<file path="src/shared/alu_branch_pkg.sv">
package alu_branch_pkg;
    // single-byte-opcode encodings
    localparam logic [7:0] OP_ADD_IMM = 8'h03;
    localparam logic [7:0] OP_ADD_WITH_CARRY_IMM = 8'h13;
    localparam logic [7:0] OP_ORL_IMM = 8'h43;
    localparam logic [7:0] OP_ANL_IMM = 8'h53;
    localparam logic [7:0] OP_XRL_IMM = 8'hD3;
    localparam logic [7:0] OP_DEC_A = 8'h07;
    localparam logic [7:0] OP_INC_A = 8'h17;
    localparam logic [7:0] OP_CLR_A = 8'h27;
    localparam logic [7:0] OP_CPL_A = 8'h37;
    localparam logic [7:0] OP_SWAP_A = 8'h47;
    localparam logic [7:0] OP_DECIMAL_ADJUST = 8'h57;
    localparam logic [7:0] OP_ROT_RIGHT_CARRY = 8'h67;
    localparam logic [7:0] OP_ROT_RIGHT = 8'h77;
    localparam logic [7:0] OP_ROT_LEFT = 8'hE7;
    localparam logic [7:0] OP_ROT_LEFT_CARRY = 8'hF7;
    localparam logic [7:0] OP_INDIRECT_PAGE_JUMP = 8'hB3;
    localparam logic [7:0] OP_BRANCH_INPUT_EMPTY = 8'hD6;
    localparam logic [7:0] OP_BRANCH_OUTPUT_FULL = 8'h86;
    localparam logic [7:0] OP_BRANCH_TIMER = 8'h16;
    localparam logic [7:0] OP_BRANCH_CARRY = 8'hF6;
    localparam logic [7:0] OP_CLR_FLAG_ONE = 8'hA5;
    localparam logic [7:0] OP_CPL_FLAG_ONE = 8'hB5;
    localparam logic [7:0] OP_HOST_READ = 8'h22;
    localparam logic [7:0] OP_HOST_WRITE = 8'h02;
    // opcode groups: high nibble, low nibble 8+r (register) or 0+r (indirect)
    localparam logic [3:0] GRP_INC = 4'h1;
    localparam logic [3:0] GRP_ORL = 4'h4;
    localparam logic [3:0] GRP_ANL = 4'h5;
    localparam logic [3:0] GRP_ADD = 4'h6;
    localparam logic [3:0] GRP_ADD_WITH_CARRY = 4'h7;
    localparam logic [3:0] GRP_DEC = 4'hC;
    localparam logic [3:0] GRP_XRL = 4'hD;
    localparam logic [3:0] GRP_DEC_BRANCH = 4'hE;
    // low five bits of the jump and bit-test forms
    localparam logic [4:0] LOW_JUMP = 5'h04;
    localparam logic [4:0] LOW_BIT_TEST = 5'h12;
    // decimal adjust
    localparam logic [3:0] BCD_MAX_DIGIT = 4'h9;
    localparam logic [7:0] BCD_LOW_FIX = 8'h06;
    localparam logic [7:0] BCD_HIGH_FIX = 8'h60;
    // values after reset
    localparam logic [10:0] PC_RST = 11'h000;
    localparam logic [7:0] ACC_RST = 8'h00;
    localparam logic [7:0] WREG_RST = 8'h00;
    localparam logic [7:0] OPCODE_RST = 8'h00;
endpackage : alu_branch_pkg

</file>
<file path="src/hw/alu_branch_core.sv">
`timescale 1ns/100ps
// Summary of operation
// - add immediate, register or indirect byte; flags
// - add with carry includes carry in sum
// - carry is overflow, auxiliary is bit-3 carry
// - and/or into accumulator, carries unchanged
// - exclusive-or into accumulator, carries unchanged
// - accumulator increment/decrement, carries unchanged
// - 0x27 clears, 0x37 complements accumulator
// - 0x57 decimal adjust, updates both carries
// - 0x47 swaps accumulator nibbles
// - rotate left plain and through carry
// - rotate right plain and through carry
// - register inc/dec and indirect increment
// - jump: opcode bits 7:5 plus second byte
// - indirect page jump, next page at 255
// - branch when selected accumulator bit set
// - branch input empty, branch output full
// - timer branch always clears overflow flag
// - decrement register, branch when nonzero
// - 0xF6 branches when carry set
// - user flag one clear or complement
// - host read clears input, write sets output
module alu_branch_core
    import alu_branch_pkg::*;
#(
    parameter int PC_W = 11
) (
    // clock and reset
    input wire logic ref_clk,
    input wire logic srst,
    // program memory, read combinationally at prog_addr
    output logic [PC_W-1:0] prog_addr,
    input wire logic [7:0] prog_data,
    // data ram, read combinationally at ram_addr
    output logic [7:0] ram_addr,
    input wire logic [7:0] ram_rdata,
    output logic [7:0] ram_wdata,
    output logic ram_we,
    // host data buffer
    input wire logic [7:0] host_data_buffer,
    input wire logic host_in_buffer_full,
    input wire logic host_out_buffer_full,
    output logic host_in_clear,
    output logic host_out_set,
    output logic [7:0] host_out_data,
    // timer
    input wire logic timer_overflow_flag,
    output logic timer_overflow_clear,
    // visible core state
    output logic [7:0] acc,
    output logic carry,
    output logic auxiliary_carry,
    output logic user_flag_one,
    output logic [PC_W-1:0] pc,
    output logic insn_done
);

    typedef enum logic [1:0] {S_FETCH, S_EXEC, S_INDIR} state_e;

    state_e st_r, st_nxt;
    logic [PC_W-1:0] pc_r, pc_nxt, prog_addr_r, prog_addr_nxt;
    logic [2:0] page_r, page_nxt;
    logic [7:0] opcode_r, opcode_nxt;
    logic [7:0] acc_r, acc_nxt;
    logic carry_r, carry_nxt, aux_r, aux_nxt, flag_one_r, flag_one_nxt;
    logic [7:0] wreg_r [8];
    logic [7:0] wreg_nxt [8];
    logic [7:0] ram_addr_r, ram_addr_nxt, ram_wdata_r, ram_wdata_nxt;
    logic ram_we_r, ram_we_nxt;
    logic in_clear_r, in_clear_nxt, out_set_r, out_set_nxt;
    logic [7:0] out_data_r, out_data_nxt;
    logic tf_clear_r, tf_clear_nxt, done_r, done_nxt;

    // decode helpers
    logic [3:0] hi;
    logic form_reg, form_ind, is_add, is_add_with_carry, is_and, is_or, is_xor;
    logic [7:0] oper, wsel, dec_val;
    logic [8:0] sum9;
    logic [4:0] half5;
    logic cin;
    logic [7:0] bcd_fix;
    logic [8:0] da_low9;
    logic [PC_W-1:0] taken_pc, skip_pc;
    logic branch_go, is_branch;

    always_comb begin
        hi = opcode_r[7:4];
        form_reg = opcode_r[3];
        form_ind = (opcode_r[3:1] == 3'b000);
        wsel = wreg_r[opcode_r[2:0]];
        // immediates ride in the second byte, which sits at prog_addr during S_EXEC
        oper = (opcode_r[3:0] == 4'h3) ? prog_data : (form_reg ? wsel : ram_rdata);
        is_add = (opcode_r == OP_ADD_IMM) || (hi == GRP_ADD && (form_reg || form_ind));
        is_add_with_carry = (opcode_r == OP_ADD_WITH_CARRY_IMM) || (hi == GRP_ADD_WITH_CARRY && (form_reg || form_ind));
        is_and = (opcode_r == OP_ANL_IMM) || (hi == GRP_ANL && (form_reg || form_ind));
        is_or = (opcode_r == OP_ORL_IMM) || (hi == GRP_ORL && (form_reg || form_ind));
        is_xor = (opcode_r == OP_XRL_IMM) || (hi == GRP_XRL && (form_reg || form_ind));
        cin = is_add_with_carry & carry_r;
        sum9 = {1'b0, acc_r} + {1'b0, oper} + {8'h00, cin};
        half5 = {1'b0, acc_r[3:0]} + {1'b0, oper[3:0]} + {4'h0, cin};
        dec_val = wsel - 8'h01;
        bcd_fix = 8'h00;
        if (acc_r[3:0] > BCD_MAX_DIGIT || aux_r) begin
            bcd_fix = bcd_fix | BCD_LOW_FIX;
        end
        // high digit is judged after the low fix, whose carry may ripple into it
        da_low9 = {1'b0, acc_r} + {1'b0, bcd_fix};
        if (da_low9[7:4] > BCD_MAX_DIGIT || da_low9[8] || carry_r) begin
            bcd_fix = bcd_fix | BCD_HIGH_FIX;
        end
        // bits 10:8 come from the branch opcode's own address
        taken_pc = {page_r, prog_data};
        skip_pc = pc_r + PC_W'(1);
        is_branch = 1'b1;
        branch_go = 1'b0;
        if (opcode_r[4:0] == LOW_BIT_TEST) begin
            branch_go = acc_r[opcode_r[7:5]];
        end else if (opcode_r == OP_BRANCH_INPUT_EMPTY) begin
            branch_go = ~host_in_buffer_full;
        end else if (opcode_r == OP_BRANCH_OUTPUT_FULL) begin
            branch_go = host_out_buffer_full;
        end else if (opcode_r == OP_BRANCH_TIMER) begin
            branch_go = timer_overflow_flag;
        end else if (opcode_r == OP_BRANCH_CARRY) begin
            branch_go = carry_r;
        end else if (hi == GRP_DEC_BRANCH && form_reg) begin
            branch_go = (dec_val != 8'h00);
        end else begin
            is_branch = 1'b0;
        end
    end

    always_comb begin
        st_nxt = st_r;
        pc_nxt = pc_r;
        page_nxt = page_r;
        opcode_nxt = opcode_r;
        acc_nxt = acc_r;
        carry_nxt = carry_r;
        aux_nxt = aux_r;
        flag_one_nxt = flag_one_r;
        wreg_nxt = wreg_r;
        ram_addr_nxt = ram_addr_r;
        ram_wdata_nxt = ram_wdata_r;
        ram_we_nxt = 1'b0;
        in_clear_nxt = 1'b0;
        out_set_nxt = 1'b0;
        out_data_nxt = out_data_r;
        tf_clear_nxt = 1'b0;
        done_nxt = 1'b0;
        prog_addr_nxt = prog_addr_r;
        case (st_r)
            S_FETCH: begin
                opcode_nxt = prog_data;
                page_nxt = pc_r[PC_W-1:PC_W-3];
                pc_nxt = pc_r + PC_W'(1);
                prog_addr_nxt = pc_r + PC_W'(1);
                ram_addr_nxt = wreg_r[{2'b00, prog_data[0]}];
                st_nxt = S_EXEC;
            end
            S_EXEC: begin
                st_nxt = S_FETCH;
                done_nxt = 1'b1;
                if (is_add || is_add_with_carry) begin
                    acc_nxt = sum9[7:0];
                    carry_nxt = sum9[8];
                    aux_nxt = half5[4];
                end else if (is_and) begin
                    acc_nxt = acc_r & oper;
                end else if (is_or) begin
                    acc_nxt = acc_r | oper;
                end else if (is_xor) begin
                    acc_nxt = acc_r ^ oper;
                end
                // immediate forms consume the second byte
                if ((is_add || is_add_with_carry || is_and || is_or || is_xor) && opcode_r[3:0] == 4'h3) begin
                    pc_nxt = skip_pc;
                end
                case (opcode_r)
                    OP_INC_A: acc_nxt = acc_r + 8'h01;
                    OP_DEC_A: acc_nxt = acc_r - 8'h01;
                    OP_CLR_A: acc_nxt = 8'h00;
                    OP_CPL_A: acc_nxt = ~acc_r;
                    OP_DECIMAL_ADJUST: begin
                        {carry_nxt, acc_nxt} = {1'b0, acc_r} + {1'b0, bcd_fix};
                        aux_nxt = ({1'b0, acc_r[3:0]} + {1'b0, bcd_fix[3:0]}) > 5'h0F;
                    end
                    OP_SWAP_A: acc_nxt = {acc_r[3:0], acc_r[7:4]};
                    OP_ROT_LEFT: acc_nxt = {acc_r[6:0], acc_r[7]};
                    OP_ROT_LEFT_CARRY: begin
                        acc_nxt = {acc_r[6:0], carry_r};
                        carry_nxt = acc_r[7];
                    end
                    OP_ROT_RIGHT: acc_nxt = {acc_r[0], acc_r[7:1]};
                    OP_ROT_RIGHT_CARRY: begin
                        acc_nxt = {carry_r, acc_r[7:1]};
                        carry_nxt = acc_r[0];
                    end
                    OP_CLR_FLAG_ONE: flag_one_nxt = 1'b0;
                    OP_CPL_FLAG_ONE: flag_one_nxt = ~flag_one_r;
                    OP_HOST_READ: begin
                        acc_nxt = host_data_buffer;
                        in_clear_nxt = 1'b1;
                    end
                    OP_HOST_WRITE: begin
                        out_data_nxt = acc_r;
                        out_set_nxt = 1'b1;
                    end
                    OP_INDIRECT_PAGE_JUMP: begin
                        // page taken after the fetch increment, so offset 255 lands on the next page
                        prog_addr_nxt = {pc_r[PC_W-1:PC_W-3], acc_r};
                        st_nxt = S_INDIR;
                        done_nxt = 1'b0;
                    end
                    default: begin
                    end
                endcase
                if (hi == GRP_INC && form_reg) begin
                    wreg_nxt[opcode_r[2:0]] = wsel + 8'h01;
                end
                if (hi == GRP_INC && form_ind) begin
                    ram_wdata_nxt = ram_rdata + 8'h01;
                    ram_we_nxt = 1'b1;
                end
                if (hi == GRP_DEC && form_reg) begin
                    wreg_nxt[opcode_r[2:0]] = dec_val;
                end
                if (hi == GRP_DEC_BRANCH && form_reg) begin
                    wreg_nxt[opcode_r[2:0]] = dec_val;
                end
                if (opcode_r == OP_BRANCH_TIMER) begin
                    tf_clear_nxt = 1'b1;
                end
                if (opcode_r[4:0] == LOW_JUMP) begin
                    pc_nxt = {opcode_r[7:5], prog_data};
                end else if (is_branch) begin
                    pc_nxt = branch_go ? taken_pc : skip_pc;
                end
                if (st_nxt == S_FETCH) begin
                    prog_addr_nxt = pc_nxt;
                end
            end
            S_INDIR: begin
                pc_nxt = {pc_r[PC_W-1:PC_W-3], prog_data};
                prog_addr_nxt = {pc_r[PC_W-1:PC_W-3], prog_data};
                done_nxt = 1'b1;
                st_nxt = S_FETCH;
            end
            default: st_nxt = S_FETCH;
        endcase
    end

    always_ff @(posedge ref_clk) begin
        if (srst) begin
            st_r <= S_FETCH;
            pc_r <= PC_RST;
            prog_addr_r <= PC_RST;
            page_r <= 3'h0;
            opcode_r <= OPCODE_RST;
            acc_r <= ACC_RST;
            carry_r <= 1'b0;
            aux_r <= 1'b0;
            flag_one_r <= 1'b0;
            wreg_r <= '{default: WREG_RST};
            ram_addr_r <= 8'h00;
            ram_wdata_r <= 8'h00;
            ram_we_r <= 1'b0;
            in_clear_r <= 1'b0;
            out_set_r <= 1'b0;
            out_data_r <= 8'h00;
            tf_clear_r <= 1'b0;
            done_r <= 1'b0;
        end else begin
            st_r <= st_nxt;
            pc_r <= pc_nxt;
            prog_addr_r <= prog_addr_nxt;
            page_r <= page_nxt;
            opcode_r <= opcode_nxt;
            acc_r <= acc_nxt;
            carry_r <= carry_nxt;
            aux_r <= aux_nxt;
            flag_one_r <= flag_one_nxt;
            wreg_r <= wreg_nxt;
            ram_addr_r <= ram_addr_nxt;
            ram_wdata_r <= ram_wdata_nxt;
            ram_we_r <= ram_we_nxt;
            in_clear_r <= in_clear_nxt;
            out_set_r <= out_set_nxt;
            out_data_r <= out_data_nxt;
            tf_clear_r <= tf_clear_nxt;
            done_r <= done_nxt;
        end
    end

    assign prog_addr = prog_addr_r;
    assign ram_addr = ram_addr_r;
    assign ram_wdata = ram_wdata_r;
    assign ram_we = ram_we_r;
    assign host_in_clear = in_clear_r;
    assign host_out_set = out_set_r;
    assign host_out_data = out_data_r;
    assign timer_overflow_clear = tf_clear_r;
    assign acc = acc_r;
    assign carry = carry_r;
    assign auxiliary_carry = aux_r;
    assign user_flag_one = flag_one_r;
    assign pc = pc_r;
    assign insn_done = done_r;

endmodule : alu_branch_core

</file>
<file path="config.mk">
export PLATFORM = sky130hd
export DESIGN_NAME = alu_branch_core
export DESIGN_NICKNAME = d
export VERILOG_FILES = /design/src/shared/alu_branch_pkg.sv /design/src/hw/alu_branch_core.sv
export SDC_FILE = /design/constraint.sdc
export NUM_CORES = 1
export LEC_CHECK = 0
export ABC_CLOCK_PERIOD_IN_PS = 9560
export BUFFER_PORTS_ARGS = -buffer_cell sky130_fd_sc_hd__buf_4
export CORE_UTILIZATION = 30
export CTS_CLUSTER_SIZE = 40
export DETAILED_ROUTE_END_ITERATION = 6
export PLACE_DENSITY = 0.51
export SYNTH_ARGS = -nofsm -noshare
export SYNTH_HDL_FRONTEND = slang
export SYNTH_SLANG_ARGS = --single-unit
</file>
<file path="constraint.sdc">
create_clock -name ref_clk -period 9.56 [get_ports ref_clk]
set_input_delay 0.478 -clock ref_clk [delete_from_list [all_inputs] [get_ports ref_clk]]
set_output_delay 0.478 -clock ref_clk [all_outputs]
set_load 0.005 [all_outputs]
</file>
==> impl_metrics.tcl <==
set metrics [dict create \
    crit_path_cell_trace "mux4_1 -> mux2i_1 -> inv_1 -> a21oi_1 -> fa_1 -> inv_1 -> fa_1 -> a21o_1 -> a21oi_1 -> o21bai_1 -> a21oi_1 -> xor2_1 -> o21ai_0 -> a221oi_1 -> a211oi_1" \
    clkSlewWorstSetupHoldPaths_ps 70 \
    crit_path_max_incr_delay_ps 970 \
    max-slew-margin-rel_pct 22.82 \
    avgSynthCellArea_sq_um 7.977 \
    synth.top_cell.area_share_pct 29.12 \
    grt_usage_pct 20.45 \
    cap_violations 0 \
    critPathMostFrequentCell "a21oi_1" \
    boundaryPins 91 \
    grt_pass1_wl_um 52610 \
    finalSetupViolCount 0 \
    num_rows 64 \
    gr-total-overflow 0 \
    p_int_uw 1156 \
    status "complete, no violations" \
    pwr_density_cell_nw_per_um2 145.3 \
    synth.area.top_cells "dfxtp_1 (29%), nor2_1 (6.3%), mux2i_1 (6.1%)" \
    path_buf_inv 2 \
    cts_tree "built" \
    port_buffers 90 \
    core_sq_um 30990 \
    switchingPower_uw 463.3 \
    die_y_um 180.5 \
    grt_pass1_vias 8947 \
    syn-instance-count 1198 \
    totalWireLength_um 33160 \
    yosysSeqAreaShare_pct 29.12 \
    cp_num_cells 15 \
    rsz0062_at_grt "no" \
    synth_cell_types 82 \
    insertion_delay_ps 440 \
    synth_seq_cells 139 \
    postCtsSetupBuffers 0 \
    area_growth_pct 16.63 \
    fmax_mhz 226.6 \
    crit_arrival_ps 4700 \
    antenna_found_initial 0 \
    use_met2_pct 30.48 \
    finalCritPeriodShare_pct 46.16 \
    via_per_inst 5.654 \
    layout-drive-gt1-share_pct 13.53 \
    skew_ps 18.80 \
    crit_path_start_kind "flop" \
    numCtsBuffers 17 \
    drt_iter0_drc 741 \
    dp_hpwl_um 23170 \
    initial_core_util_pct 30.84 \
    cp_top_family "compound AO/OA/AOI/OAI gates" \
    min_path_type "in -> reg" \
    h-tree-depth 4 \
    synthTopCellsByCount "nor2_1 (161), dfxtp_1 (139), nand2_1 (87), a211oi_1 (77), a21oi_1 (73)" \
    fin_setup_tns_ps 0 \
    min_period_ps 4413 \
    critPathKind "reg -> reg" \
    synth_ff_type "dfxtp_1" \
    antenna_cells 0 \
    swShare_pct 28.61 \
    async_flop_share_pct 0 \
    combPwrFrac_pct 15.0 \
    finalHoldViolations 0 \
    syn-num-nets 1266 \
    cp.required_ps 9850 \
    rr_worst_depth 15 \
    worstSetupEndpointType "flop" \
    use_met1_pct 29.87 \
    fp.dieW_um 180.5 \
    peakVddDrop_mv 0.1220 \
    cts_resized 0 \
    grt_use_met3_pct 3.092 \
    busiest_layer "met2" \
    seqPwrFrac_pct 38.1 \
    synth_edf_count 0 \
    yosys.area.top_type "dfxtp_1" \
    worst_pin_slew_ps 1158 \
    gp_congestion 0.8768 \
    wl_per_cell_um 20.16 \
    cts_sinks 139 \
    postCtsHoldBufs 0 \
    firstDrtPassIters 5 \
    synth_most_common_cell "nor2_1" \
    critPathSlowestCell "dfxtp_2" \
    clock_path_buffers 2 \
    whs_path_depth 2 \
    fin_nets 1304 \
    clkPwrFrac_pct 47.0 \
    power_leakage_uw 0.004192 \
    total_power_uw 1620 \
    routed-via-count 9301 \
    yosysWarnings 0 \
    cts_root_buf "clkbuf_16" \
    drv_slew 0 \
    die-area_sq_um 32570 \
    crit_path_max_fanout 43 \
    reg2reg_setup_slack_ps 5150 \
    synthesis.area_sq_um 9557 \
    ant_nets 0 \
    drc_errors 0 \
    grt_max_degree 87 \
]
## power by group through the flow
stage | Clock [uW] | Combinational, uW | Sequential, uW
5_1_grt | 800 | 264 | 618
3_3_place_gp | 0 | 238 | 629
6_report | 761 | 242 | 616
4_1_cts | 771 | 240 | 616
3_5_place_dp | 0 | 239 | 629
2_1_floorplan | 0 | 172 | 612
## layer usage
metal,vias up,part of all wire [%]
li1,4470,-
met1,4477,50
met2,313,43
met3,41,5.2
met4,0,1.9
met5,-,0
## through the flow
step | utilization [%] | area (sq um) | cells | hold WS, ps | setup WS, ps
after floorplan | - | 9557 | 1198 | 451.4 | 5538
after global placement | 33.85 | 10490 | 1613 | 469.6 | 5287
after detailed placement | 33.85 | 10490 | 1613 | 475.0 | 5192
after CTS | 35.97 | 11150 | 1645 | 270.5 | 5197
after global routing | 35.97 | 11150 | 1645 | 274.0 | 4754
final | 35.97 | 11150 | 1645 | 285.5 | 5147
## cells in the final DEF (no fill, tap or decap), drive strengths merged, types with 4 or more instances in the layout
cell       n
ha        35
clkbuf    20
o21bai     5
o2bb2ai    6
nand3     33
mux4      12
a21o      11
and3       8
nand2     87
a21oi     74
dfxtp    139
mux2       5
a311oi     8
inv       54
or2        6
o21a      11
nand4      7
fa         4
xnor2     38
a22oi     11
nor2     161
bufinv     5
a211oi    77
a22o       4
xor2      16
a31oi     14
and2      10
nand2b    12
nor2b     17
buf      104
nor3      24
nand3b     5
o211ai     6
o21ai     47
o22ai     52
a221oi    11
mux2i     59
## path summary, 6_finish.rpt
path / startpoint / to
worst max-delay path: opcode_r[2] / acc[6]
worst max register to register: opcode_r[2] / acc[6]
worst min register to register: prog_addr[3] / prog_addr[3]
worst min-delay path: ram_rdata[0] / ram_wdata[0]
## cells by family after synthesis
group	count (synthesis)	share of synthesized area [%]
AND/OR/NAND/NOR	388	18.67
adder cells (fa/ha/maj)	39	5.420
XOR/XNOR	54	4.949
AO/OA/AOI/OAI	367	26.16
multiplexers	76	10.03
flip-flops	139	29.12
buffers and inverters	135	5.656
## state kept, by name, indices dropped and copies added, names as in the netlist
signal                count
acc                       8
auxiliary_carry           1
carry                     1
host_in_clear             1
host_out_data             8
host_out_set              1
insn_done                 1
opcode_r                  8
page_r                    3
pc                       11
prog_addr                11
ram_addr                  8
ram_wdata                 8
ram_we                    1
st_r                      2
timer_overflow_clear      1
user_flag_one             1
wreg_r                   64
## area by class of cell
| cell class | count | area (sq um) |
|---|---|---|
| clock inverters | 12 | 209.0 |
| well taps | 396 | 495.5 |
| flip-flops and latches | 139 | 2784 |
| multi-input cells | 924 | 6242 |
| inverters | 50 | 187.7 |
| repair buffers | 104 | 780.7 |
| clock buffers | 20 | 446.7 |
| fillers | 3197 | 19840 |
## worst reg2reg max path: cells and delay by family (launching register included)
kind / cells / cell delay (ps)
mux: 2 / 630
xor+xnor: 1 / 160
fa+ha+maj: 2 / 640
compound gates: 8 / 1690
flops: 1 / 970
buf+inv: 2 / 200
(Power assumes the default switching activity.)
